<file path="config.mk">
export PLATFORM = sky130hd
export DESIGN_NAME = scx_top
export DESIGN_NICKNAME = d
export VERILOG_FILES = /design/src/logic/scx_pkg.sv /design/src/logic/scx_stream_if.sv /design/src/logic/scx_top.sv /design/src/logic/scx_fifo.sv
export SDC_FILE = /design/constraint.sdc
export NUM_CORES = 1
export LEC_CHECK = 0
export BUFFER_PORTS_ARGS = -buffer_cell sky130_fd_sc_hd__buf_2
export CAP_MARGIN = 5
export CORE_UTILIZATION = 44
export CTS_CLUSTER_DIAMETER = 40
export CTS_CLUSTER_SIZE = 8
export DETAILED_ROUTE_END_ITERATION = 6
export SYNTH_ARGS = -nofsm -noshare
export SYNTH_HDL_FRONTEND = slang
export SYNTH_SLANG_ARGS = --single-unit
export TNS_END_PERCENT = 10
</file>
<file path="constraint.sdc">
create_clock -name CORE_CLK -period 3.6 [get_ports CORE_CLK]
set_input_delay 0.18 -clock CORE_CLK [delete_from_list [all_inputs] [get_ports CORE_CLK]]
set_output_delay 0.18 -clock CORE_CLK [all_outputs]
set_load 0.05 [all_outputs]
</file>
<file path="src/logic/scx_pkg.sv">
package scx_pkg;
    localparam int          WORD_W       = 32;
    localparam int          LATCH_N      = 4;
    localparam int          CTRL_W       = 2;
    localparam int          FIFO_DEPTH   = 8;
    localparam int          SYNC_W       = 8;
    // Synchroniser lane positions
    localparam int          S_SCLK       = 0;
    localparam int          S_SDATA      = 1;
    localparam int          S_LOAD       = 2;
    localparam int          S_CE         = 3;
    localparam int          S_TXBIT      = 4;
    localparam int          S_LOCK       = 5;
    localparam int          S_REGRDY     = 6;
    localparam int          S_VMON       = 7;
    // Latch indices
    localparam logic [1:0]  L_REF        = 2'h0;
    localparam logic [1:0]  L_MOD        = 2'h2;
    localparam logic [1:0]  L_FUNC       = 2'h3;
    // Reference divider field, half-ratio code
    localparam int          RDIV_LSB     = 19;
    localparam int          RDIV_W       = 4;
    localparam logic [3:0]  RDIV_DEFAULT = 4'h8;
    localparam logic [3:0]  RDIV_MIN     = 4'h1;
    // Function latch fields
    localparam int          CLKEN_BIT    = 4;
    localparam int          MUX_LSB      = 10;
    localparam int          MUX_W        = 2;
    // Modulation latch fields
    localparam int          MODE_LSB     = 2;
    localparam int          MODE_W       = 3;
    localparam int          RATE_LSB     = 20;
    localparam int          RATE_W       = 12;
    localparam logic [11:0] RATE_MIN     = 12'h001;

    typedef enum logic [2:0] {
        MODE_FSK, MODE_GFSK, MODE_ASK, MODE_OOK, MODE_GOOK
    } scx_mode_type;

    typedef enum logic [1:0] {
        MUX_LOCK, MUX_REGRDY, MUX_VMON, MUX_LOW
    } scx_mux_type;
endpackage

</file>
<file path="src/logic/scx_stream_if.sv">
`timescale 1ns/1ns
interface scx_stream_if;
    logic valid;
    logic ready;
    logic data;
    modport src (output valid, output data, input  ready);
    modport snk (input  valid, input  data, output ready);
endinterface

</file>
<file path="src/logic/scx_top.sv">
// What this block does
// - Shift serial data on serial clock rise
// - Load strobe rise copies word to latch
// - Chip enable low clears all latches
// - Bit clock only in Gaussian modes
// - Sample data on bit clock rise
// - Dedicated transmit data input
// - Status output selects lock, ready, monitor
// - Reference clock out has equal halves
// - Even reference division two to thirty
// - Reference division sixteen after power-up
`timescale 1ns/1ns
module scx_top (
    input  wire logic CORE_CLK,
    input  wire logic SRST,
    input  wire logic SER_CLK,
    input  wire logic SER_DATA,
    input  wire logic LOAD_STROBE,
    input  wire logic CHIP_EN,
    input  wire logic TX_BIT_IN,
    input  wire logic PLL_LOCK,
    input  wire logic REG_READY,
    input  wire logic VOLT_OK,
    input  wire logic MOD_READY,
    output logic      TX_BIT_CLOCK,
    output logic      TX_BIT_DATA,
    output logic      TX_BIT_VALID,
    output logic      STATUS_MUX_OUT,
    output logic      REF_CLOCK_OUT,
    output logic      POWERED
);
    import scx_pkg::*;

    ////////////////////////////////////////////////////////////////////////
    // Pin synchronisers
    logic [SYNC_W-1:0] sync1;
    logic [SYNC_W-1:0] sync2;
    logic [SYNC_W-1:0] sync_prev;
    logic [SYNC_W-1:0] pins;

    assign pins = {VOLT_OK, REG_READY, PLL_LOCK, TX_BIT_IN,
                   CHIP_EN, LOAD_STROBE, SER_DATA, SER_CLK};

    always_ff @(posedge CORE_CLK)
    begin
        if (SRST)
        begin
            sync1 <= '0;
            sync2 <= '0;
            sync_prev <= '0;
        end
        else
        begin
            sync1 <= pins;
            sync2 <= sync1;
            sync_prev <= sync2;
        end
    end

    logic enabled;
    logic sclk_rise;
    logic load_rise;
    assign enabled = sync2[S_CE];
    assign sclk_rise = sync2[S_SCLK] && !sync_prev[S_SCLK];
    assign load_rise = sync2[S_LOAD] && !sync_prev[S_LOAD];

    ////////////////////////////////////////////////////////////////////////
    // Shift register and configuration latches
    logic [WORD_W-1:0] shift;
    logic [WORD_W-1:0] latch [LATCH_N];
    logic [LATCH_N-1:0] loaded;
    logic [WORD_W-1:0] next_shift;
    logic [WORD_W-1:0] next_latch [LATCH_N];
    logic [LATCH_N-1:0] next_loaded;

    always_comb
    begin
        next_shift = shift;
        next_latch = latch;
        next_loaded = loaded;
        if (!enabled)
        begin
            next_shift = '0;
            next_loaded = '0;
            for (int i = 0; i < LATCH_N; i++)
                next_latch[i] = '0;
        end
        else
        begin
            if (sclk_rise)
                next_shift = {shift[WORD_W-2:0], sync2[S_SDATA]};
            if (load_rise)
            begin
                next_latch[shift[CTRL_W-1:0]] = shift;
                next_loaded[shift[CTRL_W-1:0]] = 1'b1;
            end
        end
    end

    always_ff @(posedge CORE_CLK)
    begin
        if (SRST)
        begin
            shift <= '0;
            loaded <= '0;
            for (int i = 0; i < LATCH_N; i++)
                latch[i] <= '0;
        end
        else
        begin
            shift <= next_shift;
            latch <= next_latch;
            loaded <= next_loaded;
        end
    end

    ////////////////////////////////////////////////////////////////////////
    // Decoded settings
    function automatic logic [RATE_W-1:0] at_least(input logic [RATE_W-1:0] v,
                                                   input logic [RATE_W-1:0] lo);
        return (v < lo) ? lo : v;
    endfunction

    logic [RDIV_W-1:0] rdiv_half;
    logic              clk_out_en;
    scx_mux_type       mux_sel;
    scx_mode_type      mode;
    logic [RATE_W-1:0] rate_half;
    logic              gaussian;

    assign rdiv_half = !loaded[L_REF] ? RDIV_DEFAULT
        : RDIV_W'(at_least(RATE_W'(latch[L_REF][RDIV_LSB +: RDIV_W]),
                           RATE_W'(RDIV_MIN)));
    assign clk_out_en = !loaded[L_FUNC] || latch[L_FUNC][CLKEN_BIT];
    assign mux_sel = scx_mux_type'(latch[L_FUNC][MUX_LSB +: MUX_W]);
    assign mode = scx_mode_type'(latch[L_MOD][MODE_LSB +: MODE_W]);
    assign rate_half = at_least(latch[L_MOD][RATE_LSB +: RATE_W], RATE_MIN);
    assign gaussian = (mode == MODE_GFSK) || (mode == MODE_GOOK);

    ////////////////////////////////////////////////////////////////////////
    // Reference clock divider and status output
    logic [RDIV_W-1:0] ref_cnt;
    logic              ref_phase;
    logic [RDIV_W-1:0] next_ref_cnt;
    logic              next_ref_phase;
    logic              next_status;
    logic              next_ref_out;

    always_comb
    begin
        next_ref_cnt = RDIV_W'(ref_cnt + 1'b1);
        next_ref_phase = ref_phase;
        if (ref_cnt >= RDIV_W'(rdiv_half - 1'b1))
        begin
            next_ref_cnt = '0;
            next_ref_phase = !ref_phase;
        end
        case (mux_sel)
            MUX_LOCK:   next_status = sync2[S_LOCK];
            MUX_REGRDY: next_status = sync2[S_REGRDY];
            MUX_VMON:   next_status = sync2[S_VMON];
            default:    next_status = 1'b0;
        endcase
        if (!enabled)
        begin
            next_ref_cnt = '0;
            next_ref_phase = 1'b0;
            next_status = 1'b0;
        end
        next_ref_out = next_ref_phase && clk_out_en;
    end

    always_ff @(posedge CORE_CLK)
    begin
        if (SRST)
        begin
            ref_cnt <= '0;
            ref_phase <= 1'b0;
            STATUS_MUX_OUT <= 1'b0;
            REF_CLOCK_OUT <= 1'b0;
        end
        else
        begin
            ref_cnt <= next_ref_cnt;
            ref_phase <= next_ref_phase;
            STATUS_MUX_OUT <= next_status;
            REF_CLOCK_OUT <= next_ref_out;
        end
    end

    ////////////////////////////////////////////////////////////////////////
    // Transmit bit clock and sampling into the FIFO
    typedef enum logic {TX_LOW, TX_HIGH} scx_tx_type;

    scx_tx_type        tx_state;
    logic [RATE_W-1:0] tx_cnt;
    logic              bit_clk;
    logic              push_valid;
    logic              push_bit;
    scx_tx_type        next_tx_state;
    logic [RATE_W-1:0] next_tx_cnt;
    logic              next_bit_clk;
    logic              next_push_valid;
    logic              next_push_bit;

    scx_stream_if in_s ();
    scx_stream_if out_s ();

    assign in_s.valid = push_valid;
    assign in_s.data = push_bit;
    assign out_s.ready = MOD_READY;

    always_comb
    begin
        next_tx_state = tx_state;
        next_tx_cnt = RATE_W'(tx_cnt + 1'b1);
        next_bit_clk = bit_clk;
        next_push_valid = push_valid && !in_s.ready;
        next_push_bit = push_bit;
        case (tx_state)
            TX_LOW:
            begin
                // Stall before the rising edge while a sample is pending
                if (push_valid)
                    next_tx_cnt = tx_cnt;
                else if (tx_cnt >= RATE_W'(rate_half - 1'b1))
                begin
                    next_tx_cnt = '0;
                    next_tx_state = TX_HIGH;
                    next_bit_clk = gaussian;
                    next_push_valid = 1'b1;
                    next_push_bit = sync2[S_TXBIT];
                end
            end
            TX_HIGH:
            begin
                if (tx_cnt >= RATE_W'(rate_half - 1'b1))
                begin
                    next_tx_cnt = '0;
                    next_tx_state = TX_LOW;
                    next_bit_clk = 1'b0;
                end
            end
            default:
                next_tx_state = TX_LOW;
        endcase
        if (!enabled)
        begin
            next_tx_state = TX_LOW;
            next_tx_cnt = '0;
            next_bit_clk = 1'b0;
            next_push_valid = 1'b0;
        end
    end

    always_ff @(posedge CORE_CLK)
    begin
        if (SRST)
        begin
            tx_state <= TX_LOW;
            tx_cnt <= '0;
            bit_clk <= 1'b0;
            push_valid <= 1'b0;
            push_bit <= 1'b0;
            POWERED <= 1'b0;
        end
        else
        begin
            tx_state <= next_tx_state;
            tx_cnt <= next_tx_cnt;
            bit_clk <= next_bit_clk;
            push_valid <= next_push_valid;
            push_bit <= next_push_bit;
            POWERED <= enabled;
        end
    end

    scx_fifo #(
        .WIDTH (1),
        .DEPTH (FIFO_DEPTH)
    ) u_fifo (
        .clk   (CORE_CLK),
        .srst  (SRST || !enabled),
        .in_s  (in_s),
        .out_s (out_s)
    );

    assign TX_BIT_CLOCK = bit_clk;
    assign TX_BIT_DATA = out_s.data;
    assign TX_BIT_VALID = out_s.valid;
endmodule // scx_top

</file>
<file path="src/logic/scx_fifo.sv">
`timescale 1ns/1ns
module scx_fifo #(
    parameter int WIDTH = 1,
    parameter int DEPTH = 8
) (
    input  wire logic   clk,
    input  wire logic   srst,
    scx_stream_if.snk   in_s,
    scx_stream_if.src   out_s
);
    localparam int AW = $clog2(DEPTH);

    logic [WIDTH-1:0] mem [DEPTH];
    logic [AW-1:0]    wr_ptr;
    logic [AW-1:0]    rd_ptr;
    logic [AW:0]      count;
    logic             out_valid;
    logic [WIDTH-1:0] out_data;
    logic [AW-1:0]    next_wr_ptr;
    logic [AW-1:0]    next_rd_ptr;
    logic [AW:0]      next_count;
    logic             next_out_valid;
    logic [WIDTH-1:0] next_out_data;
    logic             push;
    logic             pop;

    function automatic logic [AW-1:0] bump(input logic [AW-1:0] p);
        return (p == AW'(DEPTH - 1)) ? '0 : AW'(p + 1'b1);
    endfunction

    assign in_s.ready = (count != (AW+1)'(DEPTH));
    assign out_s.valid = out_valid;
    assign out_s.data = out_data;

    always_comb
    begin
        push = in_s.valid && in_s.ready;
        pop = (count != '0) && (!out_valid || out_s.ready);
        next_wr_ptr = push ? bump(wr_ptr) : wr_ptr;
        next_rd_ptr = pop ? bump(rd_ptr) : rd_ptr;
        next_count = count;
        if (push && !pop)
            next_count = (AW+1)'(count + 1'b1);
        else if (pop && !push)
            next_count = (AW+1)'(count - 1'b1);
        next_out_valid = out_valid && !out_s.ready;
        next_out_data = out_data;
        if (pop)
        begin
            next_out_valid = 1'b1;
            next_out_data = mem[rd_ptr];
        end
    end

    always_ff @(posedge clk)
    begin
        if (push)
            mem[wr_ptr] <= in_s.data;
        if (srst)
        begin
            wr_ptr <= '0;
            rd_ptr <= '0;
            count <= '0;
            out_valid <= 1'b0;
            out_data <= '0;
        end
        else
        begin
            wr_ptr <= next_wr_ptr;
            rd_ptr <= next_rd_ptr;
            count <= next_count;
            out_valid <= next_out_valid;
            out_data <= next_out_data;
        end
    end
endmodule // scx_fifo

</file>
Word-level counts from Yosys, hierarchy flattened:

Memories as Yosys holds them, arrays and structs flattened. A register that Yosys moved wholly into a read port is not among the register bits.
Cells that the tools add are included.

* register bits: 218
* memory bits (writable): 8
* word-level logic and storage cells: 119
* memories: 1

* add/sub/neg operators: 8
* order comparisons: 8
* equal/unequal tests: 10
* mux-type cells: 32
* bitwise logic cells: 5
* reductions and logical operators: 32

Memories
* u_fifo.mem: depth 8, bits a word 1, rd ports 1, clocked after Yosys merged registers in 1, write ports 1, line scx_fifo.sv:13 `logic [WIDTH-1:0] mem [DEPTH];`

Operators by type and width (count)
* $bwmux W128: 1
* $demux W32 S2: 1
* $mux W12: 3
* $mux W32: 1
* $pmux W12 S2: 1
* $mux W4: 4
* $mux W1: 15
* $add A12 B1 Y12 const B: 1
* $ge A12 B12 Y1: 1
* $lt A12 B1 Y1 const B: 1
* $sub A12 B1 Y12 const B: 1
* $logic_and A1 B1 Y1: 11
* $logic_not A1 Y1: 10
* $eq A3 B3 Y1 const B: 3
* $add A4 B1 Y4 const B: 2
* $sub A4 B1 Y4 const B: 2
* $add A3 B1 Y3 const B: 2
* $mux W3: 2
* $reduce_and A3 Y1: 2
* $ge A4 B4 Y1: 1
* $logic_or A1 B1 Y1: 4
* $lt A4 B1 Y1 const B: 1
* $ne A2 B2 Y1 const B: 2
* $ne A4 B4 Y1 const B: 1
* other kinds (19): 22

Depth between registers and ports, before layout:

Gate-level depths: netlist of the first run.

* depth in word-level cells: 8
* gate-level depth with buffers: 14

Cells and area by module:

Synthesis of the first run repeated with hierarchy kept, for this count alone.

* cell total of the unflattened synthesis: 552
* area total of the unflattened synthesis: 4986.0 µm²

Modules (own cells, without submodules)
* scx_top: times used 1, cells each 462, area an instance 4008.8 µm², seq. area each 1961.9 µm²
* scx_fifo: times used 1, cells each 90, area an instance 977.2 µm², seq. area each 480.5 µm²

Worst setup path after synthesis of the first run:

No wires, ideal clock.

* path type: register to register
* from: reg latch[59] in the netlist's numbering
* to: reg push_bit (netlist: in_s.data)
* data arrival time: 3.219 ns
* data required time: 3.528 ns
* slack: 0.309 ns
* stages on the path, launching flop included: 15
* buffers on the path: 0
* clock period less this slack: 3.291 ns
* path through: dfxtp_1 or4_1 nor4_2 a21oi_1 ha_1 nand2_1 or4_1 nor4_1 xnor2_1 ha_1 nand4_1 nor3_1 a31oi_4 a211oi_2 mux2i_1

* cells in the longest elaborated chain, start to end: 5

Ends and longest elaborated chain
* start, declared: line scx_top.sv:70 `logic [WORD_W-1:0] latch [LATCH_N];`
* start signal, assigned: line scx_top.sv:112 `latch <= next_latch;`
* $lt A12 B1 Y1: line scx_top.sv:121 `return (v < lo) ? lo : v;`
* $mux W12 (*): line scx_top.sv:121
* $sub A12 B1 Y12 (*): line scx_top.sv:226 `else if (tx_cnt >= RATE_W'(rate_half - 1'b1))`
* $ge A12 B12 Y1 (*): line scx_top.sv:226
* $reduce_and A3 Y1 (no line) (*)
* end signal, assigned: line scx_top.sv:273 `push_bit <= next_push_bit;`
* end, declared: line scx_top.sv:199 `logic push_bit;`

Every way passes the cells marked *; elsewhere a longest branch is shown, timed or not.
A chain may end at the register's enable or synchronous reset.

Worst setup path after layout of the first run:

Same ends and word-level chain as after synthesis.

==> results of run 1 <==
==> stage by stage <==
stage | instances | setup slack [ns] | hold slack [ns] | power [W] | area [µm²]
2_1_floorplan | 550 | 0.309 | 0.308 | 0.00140 | 4980
3_3_place_gp | 688 | 0.184 | 0.391 | 0.00142 | 5190
3_5_place_dp | 688 | 0.0215 | 0.394 | 0.00142 | 5190
4_1_cts | 728 | 0.0231 | 0.0375 | 0.00304 | 5860
5_1_grt | 729 | 0.0209 | 0.0833 | 0.00311 | 5900
6_report | 729 | 0.286 | 0.0515 | 0.00300 | 5900
==> how the worst max path moves through the flow <==
stage | to | depth (start not counted) | start | slack (ns)
3_3_place_gp | tx_cnt[4] | 14 | latch[61] | 0.18
6_report | in_s.data | 14 | latch[59] | 0.29
5_1_grt | in_s.data | 14 | latch[61] | 0.02
2_1_floorplan | in_s.data | 14 | latch[59] | 0.31
3_5_place_dp | tx_cnt[6] | 14 | latch[61] | 0.02
4_1_cts | in_s.data | 14 | latch[61] | 0.02
==> layer usage <==
layer | part of all wire | vias to the layer above | GRT usage
met2 | 0.46 | 43 | 0.277
li1 | - | 1924 | -
met3 | 0.029 | 12 | 0.0621
met4 | 0.016 | 0 | 0.0782
met5 | 0 | - | 0
met1 | 0.50 | 1709 | 0.217
==> area by class of cell <==
cell class,instances,area share
Timing Repair Buffer,29,0.0356
Sequential cell,118,0.414
Clock buffer,21,0.0817
Clock inverter,11,0.0165
Multi-Input combinational cell,400,0.416
Tap cell,140,0.0297
Inverter,10,0.00636
==> cell families (layout without fill, tap and decap cells) <==
family,Yosys count,after routing
fa+ha+maj,28,28
mux,17,17
flops,118,118
compound gates,88,88
simple gates,244,244
buf+inv,32,71
xor+xnor,23,23
==> synthesized netlist by cell type, types with 2 or more instances <==
cell	number	area share
a21o_1	3	0.0045
a21oi_1	66	0.066
and3_1	7	0.0088
clkbuf_1	21	0.016
dfxtp_1	110	0.44
edfxtp_1	8	0.048
ha_1	27	0.068
inv_1	10	0.0075
mux2i_1	15	0.030
mux4_2	2	0.0090
nand2_1	120	0.090
nand2b_1	13	0.016
nand3_1	10	0.010
nand3b_1	2	0.0030
nand4_1	3	0.0038
nor2_1	29	0.022
nor2b_1	23	0.029
nor3_1	20	0.020
nor4_1	3	0.0038
o21ai_0	8	0.0080
o2bb2ai_1	2	0.0035
or3_1	3	0.0038
or4_1	2	0.0030
xnor2_1	11	0.019
xor2_1	12	0.021
==> worst register-to-register path, stage by stage (launching register included) <==
cell and delay (ns):
dfxtp_1 0.30, or4_1 0.58, nor4_2 0.26, a21oi_2 0.12, ha_1 0.23, nand2_1 0.12, or4_1 0.16, nor2_1 0.07
xnor2_1 0.12, ha_1 0.28, nand4_1 0.13, nor3_2 0.20, a31oi_4 0.16, a211oi_4 0.33, mux2i_1 0.21
==> cell usage in the layout, fill, tap and decap left out, drive strengths merged, types with 12 or more instances in the layout <==
master / synthesis / layout
ha: 27 / 27
nor2b: 23 / 23
a21oi: 67 / 67
nor2: 29 / 29
xor2: 12 / 12
nand2b: 14 / 14
mux2i: 15 / 15
nand2: 120 / 120
nor3: 21 / 21
dfxtp: 110 / 110
clkbuf: 21 / 21
buf: 1 / 21
==> where the power goes <==
group	leakage [nW]	switching, W	internal, W
Sequential	0.974	0.00000483	0.00133
Combinational	0.928	0.0000360	0.0000259
Clock	0.276	0.000582	0.00102
==> repair_timing <==
action,4_1_cts,5_1_grt
setup buffers,0,1
cloned,0,0
pin swaps,0,3
hold buffers,8,0
endpoints found under the setup margin,2,16
hold endpoints to repair,8,0
resized for setup,1,4
==> state kept, by name (all words and copies together), names as in the netlist, 4 cells and up <==
name and count:
tx_cnt 12, sync1 8, u_fifo.count 4, shift 32, latch 22, sync2 8
u_fifo.mem 8, ref_cnt 4
==> run_results.csv, run 1 <==
group,metric,value,unit
run_status,status,"complete, no violations",
critical_path,critPathMaxStageDelay,0.58,ns
floorplan,fp.dieH,108,µm
floorplan,placementRows,38,
cts,clock_path_buffers,2,
finish,register_area,0.00244,mm²
yosys,ys_ff_latch,118,
finish,syn_to_final_growth,18.4,%
critical_path,critPathRequiredTime,3.94,ns
critical_path,cp-end-kind,"flip-flop",
min_path,min_from,"MOD_READY",
yosys,ys.flop_type,"dfxtp_1",
critical_path,crit_path_cell_trace,"or4_1 > nor4_2 > a21oi_2 > ha_1 > nand2_1 > or4_1 > nor2_1 > xnor2_1 > ha_1 > nand4_1 > nor3_2 > a31oi_4 > a211oi_4 > mux2i_1",
global_route,grt_pass1_wl,15900,µm
yosys,synthSimpleGateAreaFrac,0.234,
floorplan,core_area,0.0109,mm²
route,wl_per_cell,12.6,µm
timing,finalSetupTns,0,ns
pwr,total_leakage_power,2.18,nW
pwr,powerDensity,509,mW/mm²
critical_path,cp.buffers_inverters,0,
global_route,grt_overflow_total,0,
route,detail_route.vias_per_cell,5.06,
route,wl,9170,µm
yosys,syn_inst,550,
critical_path,r2r_start,"latch[59]",
yosys,synth-xor-area-share,0.0404,
timing,min_period_over_period,0.920,
yosys,ys.warnings.count,0,
yosys,synth_compound_area_frac,0.101,
yosys,synth_mux_area_frac,0.0392,
yosys,ys_seq_area_frac,0.490,
run,drv_cap,0,
floorplan,die-area,0.0118,mm²
finish,final_nets,615,
cts,clock_latency,0.41,ns
critical_path,cp-start-kind,"flip-flop",
floorplan,die_w,108,µm
global_route,antenna_found_initial,0,
timing,report.final.slew_viol_count,0,
route,drtPass1Iterations,4,
timing,max_freq,302,MHz
place,portBuffers,16,
route,first_iter_violations,154,
timing,skew,0.0170,ns
timing,hold_violations,0,
floorplan,initial_core_util,0.456,
finish,drive_gt1_frac,0.117,
timing,slew_headroom,0.208,
cts,cts_root_buf,"clkbuf_16",
timing,rsz0062_at_grt,"false",
route,vias,3688,
min_path,worst_hold_path.num_cells,3,
timing,min_period,3.31,ns
cts,cts.clk_slew.worst_paths,0.05,ns
critical_path,r2r_cells,14,
finish,fin_util,0.539,
yosys,synth_edf_count,8,
global_route,grt_usage,0.176,
yosys,synthArstFlopShare,0,
cts,cts_htree_levels,4,
min_path,hold_end,"u_fifo.out_s.valid",
place,hpwl,5970,µm
floorplan,ios,17,
place,gp_congestion,0.841,
finish,multi_input_area,0.00245,mm²
critical_path,arrival,3.66,ns
timing,setup_violations,0,
yosys,synthesis.nets,589,
critical_path,path_max_fanout,4,
route,drcViolationCount,0,
route,ant_nets,0,
yosys,ys_types,45,
yosys,syn_avg_cell_area,9.06,µm²
min_path,holdCritPathClass,"in2reg",
yosys,netlist_area,0.00498,mm²
cts,cts_tree,"done",
finish,fill_cells,994,
critical_path,crit_slowest_cell,"or4_1",
pwr,ir_worst_vdd,295,µV
critical_path,path_class,"reg2reg",
yosys,synth_top_family_by_area,"simple AND/OR/NAND/NOR gates",
critical_path,rrSetupSlack,0.29,ns
global_route,grt_pass1_vias,3530,
yosys,synth_fa_ha_area_frac,0.0718,
cts,cts.sinks,118,
finish,n_antenna_cell,0,
global_route,grt_max_degree,83,
timing,worst_slew_pin_slew,1.18,ns
critical_path,regToRegEndpoint,"in_s.data",
critical_path,critPathTopFamily,"simple AND/OR/NAND/NOR gates",
cts,numCtsBuffers,17,
No activity file was read; power rests on OpenSTA's default activity.
==> run 2: changes to the inputs <==
--- a/config.mk
+++ b/config.mk
@@ -7,6 +7,7 @@
 export LEC_CHECK = 0
 export BUFFER_PORTS_ARGS = -buffer_cell sky130_fd_sc_hd__buf_2
 export CAP_MARGIN = 5
+export CORE_ASPECT_RATIO = 1.4
 export CORE_UTILIZATION = 44
 export CTS_CLUSTER_DIAMETER = 40
 export CTS_CLUSTER_SIZE = 8
==> run_results.csv, run 2 (synthesis gave the netlist of run 1 again) <==
group,metric,value,unit
timing,min_period,3.32,ns
critical_path,arrival,3.65,ns
floorplan,die_w,91.9,µm
critical_path,path_class,"reg2reg",
pwr,finalPower,0.00306,W
run,drv_cap,0,
route,detail_route.vias_per_cell,5.03,
timing,skew,0.00715,ns
finish,largest_register_ffs,32,
pwr,total_leakage_power,2.19,nW
timing,setup_violations,0,
timing,max_freq,301,MHz
route,vias,3672,
place,dpl_worst_slack,-0.0332,ns
cts,cts.clk_slew.worst_paths,0.05,ns
global_route,busiest_layer,"met2",
timing,min_period_over_period,0.923,
timing,finalSetupTns,0,ns
critical_path,path_max_fanout,5,
place,dpl_cell_area,0.00521,mm²
timing,hold_violations,0,
critical_path,critPathRequiredTime,3.93,ns
route,drtPass1Iterations,7,
timing,report.final.slew_viol_count,0,
finish,drive_gt1_frac,0.124,
finish,fin_util,0.542,
finish,layout_commonest_cell,"nand2_1",
finish,top_regs,"shift x32, latch x22, tx_cnt x12",
finish,syn_to_final_growth,18.9,%
global_route,antenna_found_initial,0,
global_route,grt_usage,0.167,
timing,slew_headroom,0.230,
timing,worst_slew_pin_slew,1.15,ns
global_route,grt_max_degree,55,
global_route,grtUsageMet3,0.0516,
place,gp_congestion,0.805,
floorplan,core_area,0.0109,mm²
pwr,powerDensity,517,mW/mm²
min_path,holdCritPathClass,"in2reg",
global_route,gr-usage-met1,0.192,
floorplan,ios,17,
timing,setup_slack,0.276,ns
cts,cts.sinks,118,
floorplan,placementRows,45,
global_route,grt_pass1_wl,15500,µm
floorplan,die-area,0.0118,mm²
floorplan,initial_core_util,0.456,
cts,cts_tree,"done",
cts,numCtsBuffers,17,
route,wl,8890,µm
cts,cts_htree_levels,4,
cts,cts_root_buf,"clkbuf_16",
finish,final_nets,615,
route,wl_per_cell,12.2,µm
global_route,grt_overflow_total,0,
cts,clock_path_buffers,2,
finish,design_area,0.00592,mm²
global_route,grt_pass1_vias,3507,
run_status,status,"complete, no violations",
global_route,grtUsageMet2,0.286,
finish,n_antenna_cell,0,
place,hpwl,6010,µm
critical_path,cp-end-kind,"flip-flop",
timing,rsz0062_at_grt,"false",
finish,largest-register,"shift",
finish,layout_common_cells,"nand2_1, dfxtp_1, a21oi_1, nor2_1, ha_1",
route,first_iter_violations,185,
place,portBuffers,16,
critical_path,cp-start-kind,"flip-flop",
pwr,ir_worst_vdd,365,µV
floorplan,fp.dieH,128,µm
cts,clock_latency,0.41,ns
route,ant_nets,0,
route,drcViolationCount,0,
## run 2: cell types whose count changed in the layout (fill, tap and decap cells not counted), sizes merged
cell,before,now
inv,11,10
bufinv,1,3
clkinv,5,9
clkinvlp,4,2
buf,21,22
dlygate4sd3,8,7
clkbuf,21,18
## run 2: worst max-delay path, stage by stage, from the launching register on
cell and delay, ns:
dfxtp_2 0.40, or4_4 0.17, nor4_4 0.04, a21oi_2 0.17
ha_1 0.20, nand2_1 0.11, or4_4 0.46, nor4_4 0.30
xnor2_1 0.11, ha_1 0.30, nand4_1 0.12, nor3_2 0.19
a31oi_4 0.17, a211oi_4 0.31, mux2i_1 0.21
## run 2: path summary, 6_finish.rpt
check / to / slack, ns / cells past startpoint / startpoint
max: in_s.data / 0.28 / 14 / latch[60]
min: sync1[3] / 0.008 / 2 / CHIP_EN
max reg2reg: in_s.data / 0.28 / 14 / latch[60]
min reg2reg: sync2[0] / 0.44 / 1 / sync1[0]
## run 2: final cells by class
type                       instances  area, µm²
clock inverter                    14        160
clock buffer                      18        429
fill                            1022       5000
sequential                       118       2440
timing repair buffer              29        195
inverter                          10       37.5
tap                              141        176
multi-input combinational        400       2480
## run 2: layer usage
layer / share of wire / vias to the layer above / wire, µm
li1: - / 1922 / -
met1: 0.46 / 1704 / 4080
met2: 0.50 / 36 / 4430
met3: 0.029 / 10 / 257
met4: 0.014 / 0 / 123
met5: 0 / - / 0
## run 2: stage by stage
step | hold slack, ns | cells
2_1_floorplan | 0.308 | 550
3_3_place_gp | 0.388 | 691
3_5_place_dp | 0.395 | 691
4_1_cts | 0.00616 | 730
5_1_grt | 0.0144 | 730
6_report | 0.00761 | 730
## run 2: report_power, final
group	switching (W)	internal (W)
Sequential	0.00000518	0.00133
Combinational	0.0000357	0.0000256
Clock	0.000584	0.00108
## run 2: repair_timing
action	in CTS	in global routing
gates resized for setup	1	10
setup endpoints to repair	11	13
setup buffers	0	0
endpoints found under the hold margin	7	0
hold buffers	7	0
pin swaps	0	3
